$ cat src/design/cal_ctrl_defines.svh
`ifndef CAL_CTRL_DEFINES_SVH
`define CAL_CTRL_DEFINES_SVH

`define IDX_CAL_CONFIG     10'h062
`define IDX_CAL_STATUS     10'h06a
`define IDX_CAL_PIN_CFG    10'h06b
`define IDX_CALIBRATION_SOFTWARE_TRIGGER  10'h06c
`define IDX_CAL_LOW_POWER  10'h06e

`define RST_CAL_CONFIG     8'h01
`define RST_CAL_PIN_CFG    8'h00
`define RST_CALIBRATION_SOFTWARE_TRIGGER  8'h01
`define RST_CAL_LOW_POWER  8'h88

`define POS_FG_RUN         0
`define POS_BG_EN          1
`define POS_FOREGROUND_COMPLETE_FLAG        0
`define POS_BG_STOPPED     1
`define POS_STAT_LO        2
`define POS_STAT_SEL_LO    1
`define POS_TRIG_SRC       0
`define POS_SOFT_TRIG      0
`define POS_LOW_POWER_CALIBRATION_ENABLE          0
`define POS_TRIGGER_CONTROLLED_SLEEP        1
`define POS_WAKE_LO        3
`define POS_SLEEP_LO       5

`define DLY_CODE0_CYCLES   41'd1152
`define DLY_TAIL_CYCLES    41'd128
`define DLY_EXP_STEP       3
`define SLEEP_EXP_BASE     19
`define WAKE_EXP_BASE      22

`endif

$ cat src/design/cal_ctrl_pkg.sv
package cal_ctrl_pkg;
  typedef struct packed {
    logic        psel;
    logic        penable;
    logic        pwrite;
    logic [11:0] paddr;
    logic [31:0] pwdata;
  } apb_req_t;

  typedef struct packed {
    logic [31:0] prdata;
    logic        pready;
    logic        pslverr;
  } apb_rsp_t;

  typedef struct packed {
    logic       fg_finished;
    logic       bg_halted;
    logic       core_cal_done;
    logic       alarm;
    logic [2:0] stat_code;
  } engine_evt_t;

  typedef struct packed {
    logic values_reset;
    logic fg_start;
    logic bg_run;
    logic bg_stop_req;
    logic core_sleep;
    logic core_cal_req;
  } engine_ctl_t;

  typedef enum logic [3:0] {
    ST_RESET_VALS, ST_FG, ST_BG_RUN, ST_BG_HALT, ST_BG_STOPPED,
    ST_LP_SLEEP, ST_LP_WAKE, ST_LP_CAL, ST_DONE
  } cal_state_t;
endpackage : cal_ctrl_pkg

$ cat src/design/level_sync.sv
`timescale 1ns/100ps
module level_sync (
  input  wire logic pclk,
  input  wire logic presetn,
  input  wire logic async_in,
  output logic      sync_out
);
  logic meta_q;

  // Stage one feeds only stage two
  always_ff @(posedge pclk or negedge presetn) begin
    if (!presetn) begin
      meta_q   <= 1'b0;
      sync_out <= 1'b0;
    end else begin
      meta_q   <= async_in;
      sync_out <= meta_q;
    end
  end
endmodule : level_sync

$ cat src/design/delay_timer.sv
`timescale 1ns/100ps
module delay_timer (
  input  wire logic        pclk,
  input  wire logic        presetn,
  input  wire logic        load,
  input  wire logic [40:0] cycles,
  input  wire logic        abort,
  output logic             done
);
  logic [40:0] count_q;
  logic        run_q;

  wire logic last = run_q && (count_q == 41'd1);

  always_ff @(posedge pclk or negedge presetn) begin
    if (!presetn) begin
      count_q <= 41'd0;
      run_q   <= 1'b0;
      done    <= 1'b0;
    end else begin
      done <= last && !load && !abort;
      if (load) begin
        count_q <= cycles;
        run_q   <= 1'b1;
      end else if (abort || last) begin
        run_q <= 1'b0;
      end else if (run_q) begin
        count_q <= count_q - 41'd1;
      end
    end
  end
endmodule : delay_timer

$ cat src/design/cal_ctrl.sv
// The APB interface to the registers was decided locally.
`timescale 1ns/100ps
`include "cal_ctrl_defines.svh"
module cal_ctrl #(
  parameter int unsigned SLEEP_EXP_BASE = `SLEEP_EXP_BASE,
  parameter int unsigned WAKE_EXP_BASE  = `WAKE_EXP_BASE
) (
  input  wire logic                      pclk,
  input  wire logic                      presetn,
  input  wire cal_ctrl_pkg::apb_req_t    apb_req,
  output cal_ctrl_pkg::apb_rsp_t         apb_rsp,
  input  wire logic                      hardware_trigger_pin,
  output logic                           status_output_pin,
  input  wire cal_ctrl_pkg::engine_evt_t engine_evt,
  output cal_ctrl_pkg::engine_ctl_t      engine_ctl
);
  import cal_ctrl_pkg::*;

  function automatic logic [11:0] byte_addr(input logic [9:0] idx);
    byte_addr = {idx, 2'b00};
  endfunction : byte_addr

  // Code 0 is a fixed short delay; others grow by a factor of eight per step
  function automatic logic [40:0] delay_cycles(input logic [2:0] code,
                                               input int unsigned base_exp);
    int unsigned sh;
    sh = base_exp + `DLY_EXP_STEP * int'(code);
    if (code == 3'd0) begin
      delay_cycles = `DLY_CODE0_CYCLES;
    end else begin
      delay_cycles = (41'd1 << sh[5:0]) + `DLY_TAIL_CYCLES;
    end
  endfunction : delay_cycles

  logic [7:0]  config_q;
  logic [7:0]  pin_cfg_q;
  logic [7:0]  soft_trig_q;
  logic [7:0]  low_power_q;
  logic        foreground_complete_flag_q;
  logic        stopped_q;
  logic        hw_trig_sync;
  logic        timer_done;
  cal_state_t  state_q;
  cal_state_t  state_d;

  // Register bus decode
  wire logic setup   = apb_req.psel && !apb_req.penable && !apb_rsp.pready;
  wire logic access  = apb_req.psel && apb_req.penable && apb_rsp.pready;
  wire logic wr_en   = access && apb_req.pwrite;
  wire logic hit_cfg = apb_req.paddr == byte_addr(`IDX_CAL_CONFIG);
  wire logic hit_sts = apb_req.paddr == byte_addr(`IDX_CAL_STATUS);
  wire logic hit_pin = apb_req.paddr == byte_addr(`IDX_CAL_PIN_CFG);
  wire logic hit_sft = apb_req.paddr == byte_addr(`IDX_CALIBRATION_SOFTWARE_TRIGGER);
  wire logic hit_lp  = apb_req.paddr == byte_addr(`IDX_CAL_LOW_POWER);
  wire logic mapped  = hit_cfg || hit_sts || hit_pin || hit_sft || hit_lp;
  wire logic wr_cfg  = wr_en && hit_cfg;

  wire logic [7:0] status_word = {3'b000, engine_evt.stat_code,
                                  stopped_q, foreground_complete_flag_q};

  wire logic [7:0] rd_data = hit_cfg ? config_q    :
                             hit_sts ? status_word :
                             hit_pin ? pin_cfg_q   :
                             hit_sft ? soft_trig_q :
                             hit_lp  ? low_power_q : 8'h00;

  // Field views
  wire logic       fg_run    = config_q[`POS_FG_RUN];
  wire logic       bg_en     = config_q[`POS_BG_EN];
  wire logic [1:0] stat_sel  = pin_cfg_q[`POS_STAT_SEL_LO +: 2];
  wire logic       trig_src  = pin_cfg_q[`POS_TRIG_SRC];
  wire logic       soft_trig = soft_trig_q[`POS_SOFT_TRIG];
  wire logic       low_power_calibration_enable     = low_power_q[`POS_LOW_POWER_CALIBRATION_ENABLE];
  wire logic       trigger_controlled_sleep   = low_power_q[`POS_TRIGGER_CONTROLLED_SLEEP];
  wire logic [1:0] wake_code = low_power_q[`POS_WAKE_LO +: 2];
  wire logic [2:0] slp_code  = low_power_q[`POS_SLEEP_LO +: 3];

  // Pin never reaches the trigger while the soft source is chosen
  wire logic cal_trigger = trig_src ? hw_trig_sync : soft_trig;

  wire logic lp_active  = low_power_calibration_enable && bg_en;
  wire cal_state_t bg_entry = lp_active ? ST_LP_SLEEP : ST_BG_RUN;

  wire logic status_pin_d = (stat_sel == 2'd0) ? foreground_complete_flag_q         :
                            (stat_sel == 2'd1) ? stopped_q         :
                            (stat_sel == 2'd2) ? engine_evt.alarm  : 1'b0;

  level_sync u_trig_sync (
    .pclk     (pclk),
    .presetn  (presetn),
    .async_in (hardware_trigger_pin),
    .sync_out (hw_trig_sync)
  );

  // Register writes
  always_ff @(posedge pclk or negedge presetn) begin
    if (!presetn) begin
      config_q    <= `RST_CAL_CONFIG;
      pin_cfg_q   <= `RST_CAL_PIN_CFG;
      soft_trig_q <= `RST_CALIBRATION_SOFTWARE_TRIGGER;
      low_power_q <= `RST_CAL_LOW_POWER;
    end else if (wr_en) begin
      if (hit_cfg) config_q    <= {6'h00, apb_req.pwdata[1:0]};
      if (hit_pin) pin_cfg_q   <= {5'h00, apb_req.pwdata[2:0]};
      if (hit_sft) soft_trig_q <= {7'h00, apb_req.pwdata[0]};
      if (hit_lp)  low_power_q <= {apb_req.pwdata[7:3], 1'b0, apb_req.pwdata[1:0]};
    end
  end

  // No wait state: ready comes in the first access cycle, and every answer signal is on a flop
  always_ff @(posedge pclk or negedge presetn) begin
    if (!presetn) begin
      apb_rsp <= '0;
    end else begin
      apb_rsp.pready  <= setup;
      apb_rsp.pslverr <= setup && !mapped;
      if (setup) begin
        apb_rsp.prdata <= {24'h000000, (apb_req.pwrite ? 8'h00 : rd_data)};
      end
    end
  end

  // Sequencer
  always_comb begin
    state_d = state_q;
    case (state_q)
      ST_RESET_VALS: begin
        if (fg_run) state_d = ST_FG;
        else if (bg_en) state_d = bg_entry;
        else state_d = ST_DONE;
      end
      ST_FG: begin
        if (engine_evt.fg_finished) state_d = bg_en ? bg_entry : ST_DONE;
      end
      ST_BG_RUN: begin
        if (!bg_en) state_d = ST_DONE;
        else if (lp_active) state_d = ST_LP_SLEEP;
        else if (!cal_trigger) state_d = ST_BG_HALT;
      end
      ST_BG_HALT: begin
        if (!bg_en) state_d = ST_DONE;
        else if (engine_evt.bg_halted) state_d = ST_BG_STOPPED;
        else if (cal_trigger) state_d = ST_BG_RUN;
      end
      ST_BG_STOPPED: begin
        if (!bg_en) state_d = ST_DONE;
        else if (cal_trigger) state_d = bg_entry;
      end
      ST_LP_SLEEP: begin
        if (!lp_active) state_d = bg_en ? ST_BG_RUN : ST_DONE;
        else if (trigger_controlled_sleep && !cal_trigger) state_d = ST_LP_WAKE;
        else if (!trigger_controlled_sleep && timer_done) state_d = ST_LP_WAKE;
      end
      ST_LP_WAKE: begin
        if (!lp_active) state_d = bg_en ? ST_BG_RUN : ST_DONE;
        else if (timer_done) state_d = ST_LP_CAL;
      end
      ST_LP_CAL: begin
        // Never pass through background run once background is off
        if (engine_evt.core_cal_done) state_d = bg_en ? bg_entry : ST_DONE;
      end
      ST_DONE: begin
        if (bg_en) state_d = bg_entry;
      end
      default: state_d = ST_RESET_VALS;
    endcase
    if (wr_cfg) state_d = ST_RESET_VALS;
  end

  // Timer loads on entering a timed phase; trigger-held sleep needs no count
  wire logic enter_sleep = state_d == ST_LP_SLEEP && state_q != ST_LP_SLEEP;
  wire logic enter_wake  = state_d == ST_LP_WAKE && state_q != ST_LP_WAKE;
  wire logic timer_load  = (enter_sleep && !trigger_controlled_sleep) || enter_wake;
  wire logic timer_abort = state_d != ST_LP_SLEEP && state_d != ST_LP_WAKE;
  wire logic [40:0] timer_cycles = enter_wake ?
                                   delay_cycles({1'b0, wake_code}, WAKE_EXP_BASE) :
                                   delay_cycles(slp_code, SLEEP_EXP_BASE);

  delay_timer u_timer (
    .pclk    (pclk),
    .presetn (presetn),
    .load    (timer_load),
    .cycles  (timer_cycles),
    .abort   (timer_abort),
    .done    (timer_done)
  );

  // Flag causes; a set in the same cycle as a restart wins
  wire logic fg_set   = (state_q == ST_RESET_VALS && !fg_run && !wr_cfg) ||
                        (state_q == ST_FG && engine_evt.fg_finished);
  wire logic stop_set = (state_q == ST_BG_HALT && engine_evt.bg_halted) ||
                        (state_d == ST_DONE && state_q != ST_DONE);
  wire logic stop_clr = (state_q == ST_BG_STOPPED && state_d != ST_BG_STOPPED) ||
                        (state_q == ST_DONE && state_d != ST_DONE) || wr_cfg;

  always_ff @(posedge pclk or negedge presetn) begin
    if (!presetn) begin
      state_q   <= ST_RESET_VALS;
      foreground_complete_flag_q <= 1'b0;
      stopped_q <= 1'b0;
    end else begin
      state_q <= state_d;
      if (fg_set) foreground_complete_flag_q <= 1'b1;
      else if (wr_cfg) foreground_complete_flag_q <= 1'b0;
      if (stop_set) stopped_q <= 1'b1;
      else if (stop_clr) stopped_q <= 1'b0;
    end
  end

  always_ff @(posedge pclk or negedge presetn) begin
    if (!presetn) begin
      engine_ctl        <= '0;
      status_output_pin <= 1'b0;
    end else begin
      status_output_pin       <= status_pin_d;
      engine_ctl.values_reset <= state_d == ST_RESET_VALS;
      engine_ctl.fg_start     <= state_d == ST_FG;
      engine_ctl.bg_run       <= state_d == ST_BG_RUN;
      engine_ctl.bg_stop_req  <= state_d == ST_BG_HALT;
      engine_ctl.core_sleep   <= state_d == ST_LP_SLEEP;
      engine_ctl.core_cal_req <= state_d == ST_LP_CAL;
    end
  end
endmodule : cal_ctrl

$ cat config.mk
export PLATFORM = sky130hd
export DESIGN_NAME = cal_ctrl
export DESIGN_NICKNAME = d
export VERILOG_FILES = /design/src/design/cal_ctrl_pkg.sv /design/src/design/level_sync.sv /design/src/design/delay_timer.sv /design/src/design/cal_ctrl.sv
export VERILOG_INCLUDE_DIRS = /design/src /design/src/design
export SDC_FILE = /design/constraint.sdc
export NUM_CORES = 1
export LEC_CHECK = 0
export ABC_AREA = 1
export BUFFER_PORTS_ARGS = -buffer_cell sky130_fd_sc_hd__buf_2
export CORE_ASPECT_RATIO = 0.9
export CORE_MARGIN = 2
export CORE_UTILIZATION = 59
export CTS_BUF_LIST = sky130_fd_sc_hd__clkbuf_4
export CTS_CLUSTER_DIAMETER = 50
export DETAILED_ROUTE_END_ITERATION = 8
export GPL_TIMING_DRIVEN = 1
export HOLD_SLACK_MARGIN = 0.15
export PLACE_DENSITY_LB_ADDON = 0.12
export RECOVER_POWER = 25
export SLEW_MARGIN = 20
export SYNTH_ARGS = -nofsm -noshare
export SYNTH_HDL_FRONTEND = slang
export SYNTH_SLANG_ARGS = --single-unit
$ cat constraint.sdc
create_clock -name pclk -period 3.8 [get_ports pclk]
set_clock_uncertainty 0.1 [all_clocks]
set_input_delay 0.38 -clock pclk [delete_from_list [all_inputs] [get_ports pclk]]
set_output_delay 0.38 -clock pclk [all_outputs]
set_load 0.05 [all_outputs]
==> results of run 1 <==
## cell usage after synthesis (all sizes together)
library cell  count
a21boi            1
clkinv            2
and2              1
nor3             24
nand2           268
inv             105
a32o              5
dfrtp            77
nor4              6
o21ai            55
nand3            93
ha                8
xnor2             7
o221ai            1
nand4            14
mux2              6
or2               5
a31oi             1
nand3b            3
a21oi            14
buf              39
o31ai             1
nor2            121
o22ai             1
conb              1
a22o              2
clkbuf            8
xor2             21
dfstp             4
o2111ai           1
o211ai            3
## metrics by stage
| stage | power (mW) | area, µm² | worst slack [ns] | hold slack [ns] | utilization, % |
|---|---|---|---|---|---|
| floorplan | 1.05 | 6100 | 1.17 | -0.0156 | - |
| global placement | 1.08 | 6250 | 0.425 | 0.236 | 63.8 |
| detailed placement | 1.09 | 6250 | 0.707 | 0.248 | 63.9 |
| CTS | 1.68 | 6520 | 0.655 | 0.172 | 66.6 |
| global route | 1.73 | 6520 | 0.349 | 0.188 | 66.6 |
| finish | 1.67 | 6520 | 0.634 | 0.196 | 66.6 |
## area by class of cell
cell class                      count  area, µm²  share of cell area, %
Timing Repair Buffer               69        422                   6.47
Clock inverter                      6       83.8                   1.29
Clock buffer                       10       75.1                   1.15
Sequential cell                    81       2030                   31.2
Inverter                          107        402                   6.16
Multi-Input combinational cell    688       3350                   51.3
Tap cell                          126        158                   2.42
## what timing repair did
item                                   CTS  global route
hold buffers                            11             0
gates resized for setup                  0             0
setup endpoints to repair                0             0
endpoints found under the hold margin   92             0
## metal layers
metal	up-vias	part of all wire, %	global-route usage, %
li1	2939	-	-
met1	2847	46	48.3
met2	284	45	49.5
met3	18	8.6	7.54
met4	0	1.1	7.21
met5	-	0	0
## worst max path at each step
stage	to	slack [ns]	depth (start not counted)
6_report	u_timer.count_q[23]	0.63	17
3_5_place_dp	u_timer.count_q[23]	0.71	16
3_3_place_gp	u_timer.count_q[31]	0.42	16
4_1_cts	u_timer.count_q[22]	0.65	17
2_1_floorplan	u_timer.count_q[9]	1.17	16
5_1_grt	u_timer.count_q[22]	0.35	17
## worst reg2reg max path, cell delays in order (launching register included)
cell	delay [ns]
dfrtp_1	0.63
nand2_1	0.19
o21ai_1	0.18
nor2_4	0.07
nor2_1	0.10
nand2_1	0.06
nor2_1	0.15
nand2_2	0.09
inv_2	0.07
nand3_2	0.13
nor2_8	0.18
nand2_4	0.06
nand2_2	0.19
inv_2	0.15
nand2_2	0.32
buf_4	0.29
nand2_1	0.07
o21ai_0	0.08
## placed cells by master (no fill, tap or decap), drive strengths merged, types with 7 or more instances in the layout
| cell | count |
|---|---|
| a21oi | 14 |
| buf | 56 |
| clkbuf | 12 |
| conb | 26 |
| dfrtp | 77 |
| dlygate4sd3 | 11 |
| ha | 8 |
| inv | 105 |
| nand2 | 268 |
| nand3 | 93 |
| nand4 | 14 |
| nor2 | 121 |
| nor3 | 24 |
| o21ai | 55 |
| xnor2 | 7 |
| xor2 | 21 |
## cell families after synthesis
family	after synthesis	share of synthesized area [%]
xor+xnor	28	4.08
compound gates	85	8.19
buf+inv	154	12.1
other cells	1	0.0624
flops	81	33.8
fa+ha+maj	8	1.67
mux	6	1.12
simple gates	535	38.9
## report_power, final
group          leakage (nW)  switching (mW)  internal (mW)
Clock                0.0800           0.316          0.271
Sequential             1.04          0.0188          0.874
Combinational          2.34           0.143         0.0471
## flip-flops by register name, indices dropped and copies added (netlist names), 2 cells and up
| name | flops |
|---|---|
| u_timer.count_q | 41 |
| apb_rsp | 10 |
| low_power_q | 7 |
| engine_ctl | 6 |
| state_q | 4 |
| pin_cfg_q | 3 |
| config_q | 2 |
==> impl_metrics.json, run 1 <==
{
  "ff2ff_path_depth": 17,
  "drtIter0Drc": 650,
  "wire_per_inst_um": 15.6,
  "worstHoldStart": "engine_evt[1]",
  "die_h_um": 99.7,
  "yosys_warnings": 0,
  "maxSlewHeadroom_pct": -34.9,
  "cts_root_buf": "clkbuf_4",
  "status": "complete, but fails checks",
  "synth.area.top_cells": "dfrtp_1, nand2_1, nand3_1",
  "htreeDepth": 3,
  "grt_pass1_vias": 5769,
  "cts_tree": "yes",
  "rrSetupSlack_ns": 0.63,
  "cp_max_fo": 19,
  "final_nets": 1021,
  "setup_viol": 0,
  "crit_family": "simple AND/OR/NAND/NOR gates",
  "wl_um": 17000,
  "ys_seq_elements": 81,
  "crit_type": "flip-flop to flip-flop",
  "cp.required_ns": 4.07,
  "ioPinCount": 98,
  "numCtsBuffers": 9,
  "p_per_area_nw_per_um2": 256,
  "worst_pin_slew_ns": 2.02,
  "coreArea_um2": 9780,
  "place_congestion": 0.968,
  "diodes": 0,
  "cp-start-kind": "flip-flop",
  "rsz0062_at_grt": "false",
  "dieArea_um2": 11000,
  "rows": 34,
  "whs_endpoint": "apb_rsp[5]",
  "setup.worst_path.start": "config_q[1]",
  "crit_path_top_delay_cell": "dfrtp_1",
  "start_util_pct": 61.4,
  "synthCells": 898,
  "arrival_ns": 3.44,
  "hold_path.class": "primary input to flip-flop",
  "post-dp-hpwl_um": 12700,
  "grt_max_degree": 82,
  "drv_slew": 82,
  "ant_nets": 0,
  "r2r-end": "u_timer.count_q[23]",
  "insertion_delay_ns": 0.45,
  "portBuffers": 49,
  "antenna_found_initial": 0,
  "hold_depth": 4,
  "final.fill_count": 854,
  "maxCapViolations": 1,
  "setup_tns_ns": 0,
  "area_growth_pct": 8.50,
  "yosysSeqAreaShare_pct": 33.8,
  "yosysUniqueCellTypes": 43,
  "crit_path_end_kind": "flip-flop",
  "drive_gt1_share_pct": 12.5,
  "r2r_start": "config_q[1]",
  "grt_pass1_wl_um": 28200,
  "worst-path-buf-inv": 3,
  "vias_per_cell": 5.60,
  "drcViolationCount": 0,
  "dp.cells": 1060,
  "leakage_nw": 3.45,
  "max_freq_mhz": 316,
  "grtUsageTotal_pct": 32.9,
  "cts_setup_buffers": 0,
  "clockBufferDepth": 2,
  "violations": "capacitance limit, slew limit",
  "clk_pin_slew_ns": 0.14,
  "max-vdd-ir-drop_uv": 235,
  "path_cells": "nand2_1, o21ai_1, nor2_4, nor2_1, nand2_1, nor2_1, nand2_2, inv_2, nand3_2, nor2_8, nand2_4, nand2_2, inv_2, nand2_2, buf_4, nand2_1, o21ai_0",
  "fp.dieW_um": 110,
  "vias": 6088,
  "grt-ovfl-total": 0,
  "clock_sinks": 81,
  "slowest_delay_ns": 0.63,
  "synth.avg_cell_area_um2": 6.69,
  "fin_cells": 1087,
  "yosys.area.top_type": "dfrtp_1",
  "dr.pass1.iters": 5,
  "synth_area_um2": 6010,
  "fin_crit_sh_pct": 83.3,
  "hold_viol": 0,
  "synth_top_area_share_pct": 32.1,
  "layout_min_cycle_time_ns": 3.17
}
Note: power is estimated with default switching activity, not from simulation.
==> run 2, diff against run 1 <==
--- a/config.mk
+++ b/config.mk
@@ -10,7 +10,7 @@
 export BUFFER_PORTS_ARGS = -buffer_cell sky130_fd_sc_hd__buf_2
 export CORE_ASPECT_RATIO = 0.9
 export CORE_MARGIN = 2
-export CORE_UTILIZATION = 59
+export CORE_UTILIZATION = 54
 export CTS_BUF_LIST = sky130_fd_sc_hd__clkbuf_4
 export CTS_CLUSTER_DIAMETER = 50
 export DETAILED_ROUTE_END_ITERATION = 8
==> constraint.sdc (replaced) <==
create_clock -name pclk -period 2.6 [get_ports pclk]
set_clock_uncertainty 0.1 [all_clocks]
set_input_delay 0.26 -clock pclk [delete_from_list [all_inputs] [get_ports pclk]]
set_output_delay 0.26 -clock pclk [all_outputs]
set_load 0.05 [all_outputs]
==> impl_metrics.json, run 2 (synthesis gave the netlist of run 1 again) <==
{
  "status": "completed",
  "cts_tree": "yes",
  "wl_um": 16800,
  "dieArea_um2": 12000,
  "max-vdd-ir-drop_uv": 270,
  "arrival_ns": 2.83,
  "crit_type": "flip-flop to flip-flop",
  "grt_max_degree": 42,
  "clock_sinks": 81,
  "drv_slew": 0,
  "worst_pin_slew_ns": 1.03,
  "max_freq_mhz": 387,
  "clk_pin_slew_ns": 0.12,
  "fin_cells": 1160,
  "rsz0062_at_grt": "true",
  "cp.required_ns": 2.85,
  "r2r_start": "low_power_q[7]",
  "coreArea_um2": 10900,
  "fp.dieW_um": 115,
  "vias_per_cell": 5.26,
  "power_frac_clock_pct": 34.2,
  "grt-ovfl-total": 0,
  "mostFrequentLayoutCells": "nand2_1, nor2_1, inv_1, nand3_1, dfrtp_1",
  "p_int_mw": 1.78,
  "grt_pass1_vias": 5503,
  "cts_root_buf": "clkbuf_4",
  "layout_min_cycle_time_ns": 2.59,
  "maxCapViolations": 0,
  "cp_max_fo": 6,
  "dp.cells": 1120,
  "wire_per_inst_um": 14.5,
  "postPlaceCellArea_um2": 6600,
  "htreeDepth": 3,
  "pre_cts_ws_ns": 0.00531,
  "vias": 6099,
  "power_frac_comb_pct": 13.1,
  "fin_area_um2": 7200,
  "rrSetupSlack_ns": 0.01,
  "maxSlewHeadroom_pct": 31.4,
  "rows": 36,
  "multiInputGateArea_um2": 3530,
  "final_common_cell": "nand2_1",
  "fin_crit_sh_pct": 99.4,
  "antenna_found_initial": 0,
  "setup_viol": 0,
  "numCtsBuffers": 9,
  "diodes": 0,
  "regMostFlops": "u_timer.count_q",
  "seq_area_um2": 2040,
  "largestRegisters": "u_timer.count_q (41), apb_rsp (10), low_power_q (7)",
  "grt_pass1_wl_um": 27100,
  "final_nets": 1068,
  "worstHoldStart": "apb_req[45]",
  "insertion_delay_ns": 0.46,
  "ant_nets": 0,
  "hold_depth": 4,
  "r2r-end": "u_timer.count_q[9]",
  "start_util_pct": 55.3,
  "swShare_pct": 28.1,
  "layout_setup_ws_ns": 0.0149,
  "cp-start-kind": "flip-flop",
  "whs_endpoint": "foreground_complete_flag_q",
  "p_sw_mw": 0.695,
  "p_per_area_nw_per_um2": 344,
  "hold_path.class": "primary input to flip-flop",
  "area_growth_pct": 19.8,
  "grtUsageTotal_pct": 28.6,
  "power_frac_seq_pct": 52.7,
  "dr.pass1.iters": 5,
  "place_congestion": 1.04,
  "die_h_um": 104,
  "crit_path_end_kind": "flip-flop",
  "largest_reg_flops": 41,
  "leakage_nw": 3.72,
  "drtIter0Drc": 588,
  "hold_viol": 0,
  "final.fill_count": 1013,
  "drcViolationCount": 0,
  "post-dp-hpwl_um": 12600,
  "clockBufferDepth": 2,
  "ioPinCount": 98,
  "portBuffers": 49,
  "ff2ff_path_depth": 17,
  "total_power_mw": 2.48,
  "drive_gt1_share_pct": 19.8
}
-- run 2: worst max-delay path by stage --
stage	from	to	slack, ns	depth (start not counted)
6_report	low_power_q[7]	u_timer.count_q[9]	0.01	17
2_1_floorplan	low_power_q[7]	u_timer.count_q[9]	0.08	15
5_1_grt	low_power_q[7]	u_timer.count_q[9]	-0.13	17
3_5_place_dp	state_q[3]	u_timer.count_q[33]	0.005	16
3_3_place_gp	state_q[3]	u_timer.count_q[22]	0.03	15
4_1_cts	low_power_q[0]	u_timer.count_q[33]	0.01	16
-- run 2: per-stage QoR --
stage	TNS, ns	util [%]	hold slack [ns]
after floorplan	0	-	-0.136
after global placement	0	60.8	0.176
after detailed placement	0	60.8	0.181
after CTS	0	64.1	0.155
after global routing	-2.07	66.3	0.174
final	0	66.3	0.188
-- run 2: metal layers --
layer  vias to the layer above  wire length, µm  global-route usage (%)
li1                       3039                -                       -
met1                      2789             7990                    44.2
met2                       257             7170                    40.4
met3                        14             1510                    7.17
met4                         0              167                    5.94
met5                         -                0                       0
-- run 2: worst max-delay path: stages (launching register included) --
cell and delay, ns:
dfstp_2 0.63, ha_4 0.16, inv_4 0.03, ha_4 0.25
inv_2 0.03, nor2_2 0.08, o21ai_1 0.09, inv_1 0.11
nand2_2 0.07, nor4_2 0.28, ha_2 0.24, nand3_2 0.08
nand2_2 0.08, nor2_4 0.04, nand2_2 0.07, nand3_2 0.05
nand2_1 0.05, nand2_1 0.04
-- run 2: final cells by class --
class                           count  share of cell area, %
Sequential cell                    81                   28.3
Inverter                          107                   5.61
Clock buffer                       11                   1.15
Tap cell                          152                   2.64
Multi-Input combinational cell    688                   49.1
Clock inverter                      5                  0.991
Timing Repair Buffer              116                   12.2
-- run 2: what timing repair did --
action | 4_1_cts | 5_1_grt
gates cloned | 0 | 1
gates resized for setup | 2 | 54
hold buffers | 20 | 0
hold endpoints to repair | 104 | 0
buffers inserted | 0 | 3
pin swaps | 0 | 14
setup endpoints to repair | 22 | 42
-- run 2: power by group through the flow --
| stage | Sequential [mW] | Clock, mW | Combinational (mW) |
|---|---|---|---|
| 2_1_floorplan | 1.32 | 0 | 0.220 |
| 3_3_place_gp | 1.33 | 0 | 0.279 |
| 3_5_place_dp | 1.33 | 0 | 0.280 |
| 4_1_cts | 1.30 | 0.873 | 0.304 |
| 5_1_grt | 1.31 | 0.919 | 0.355 |
| 6_report | 1.31 | 0.847 | 0.324 |
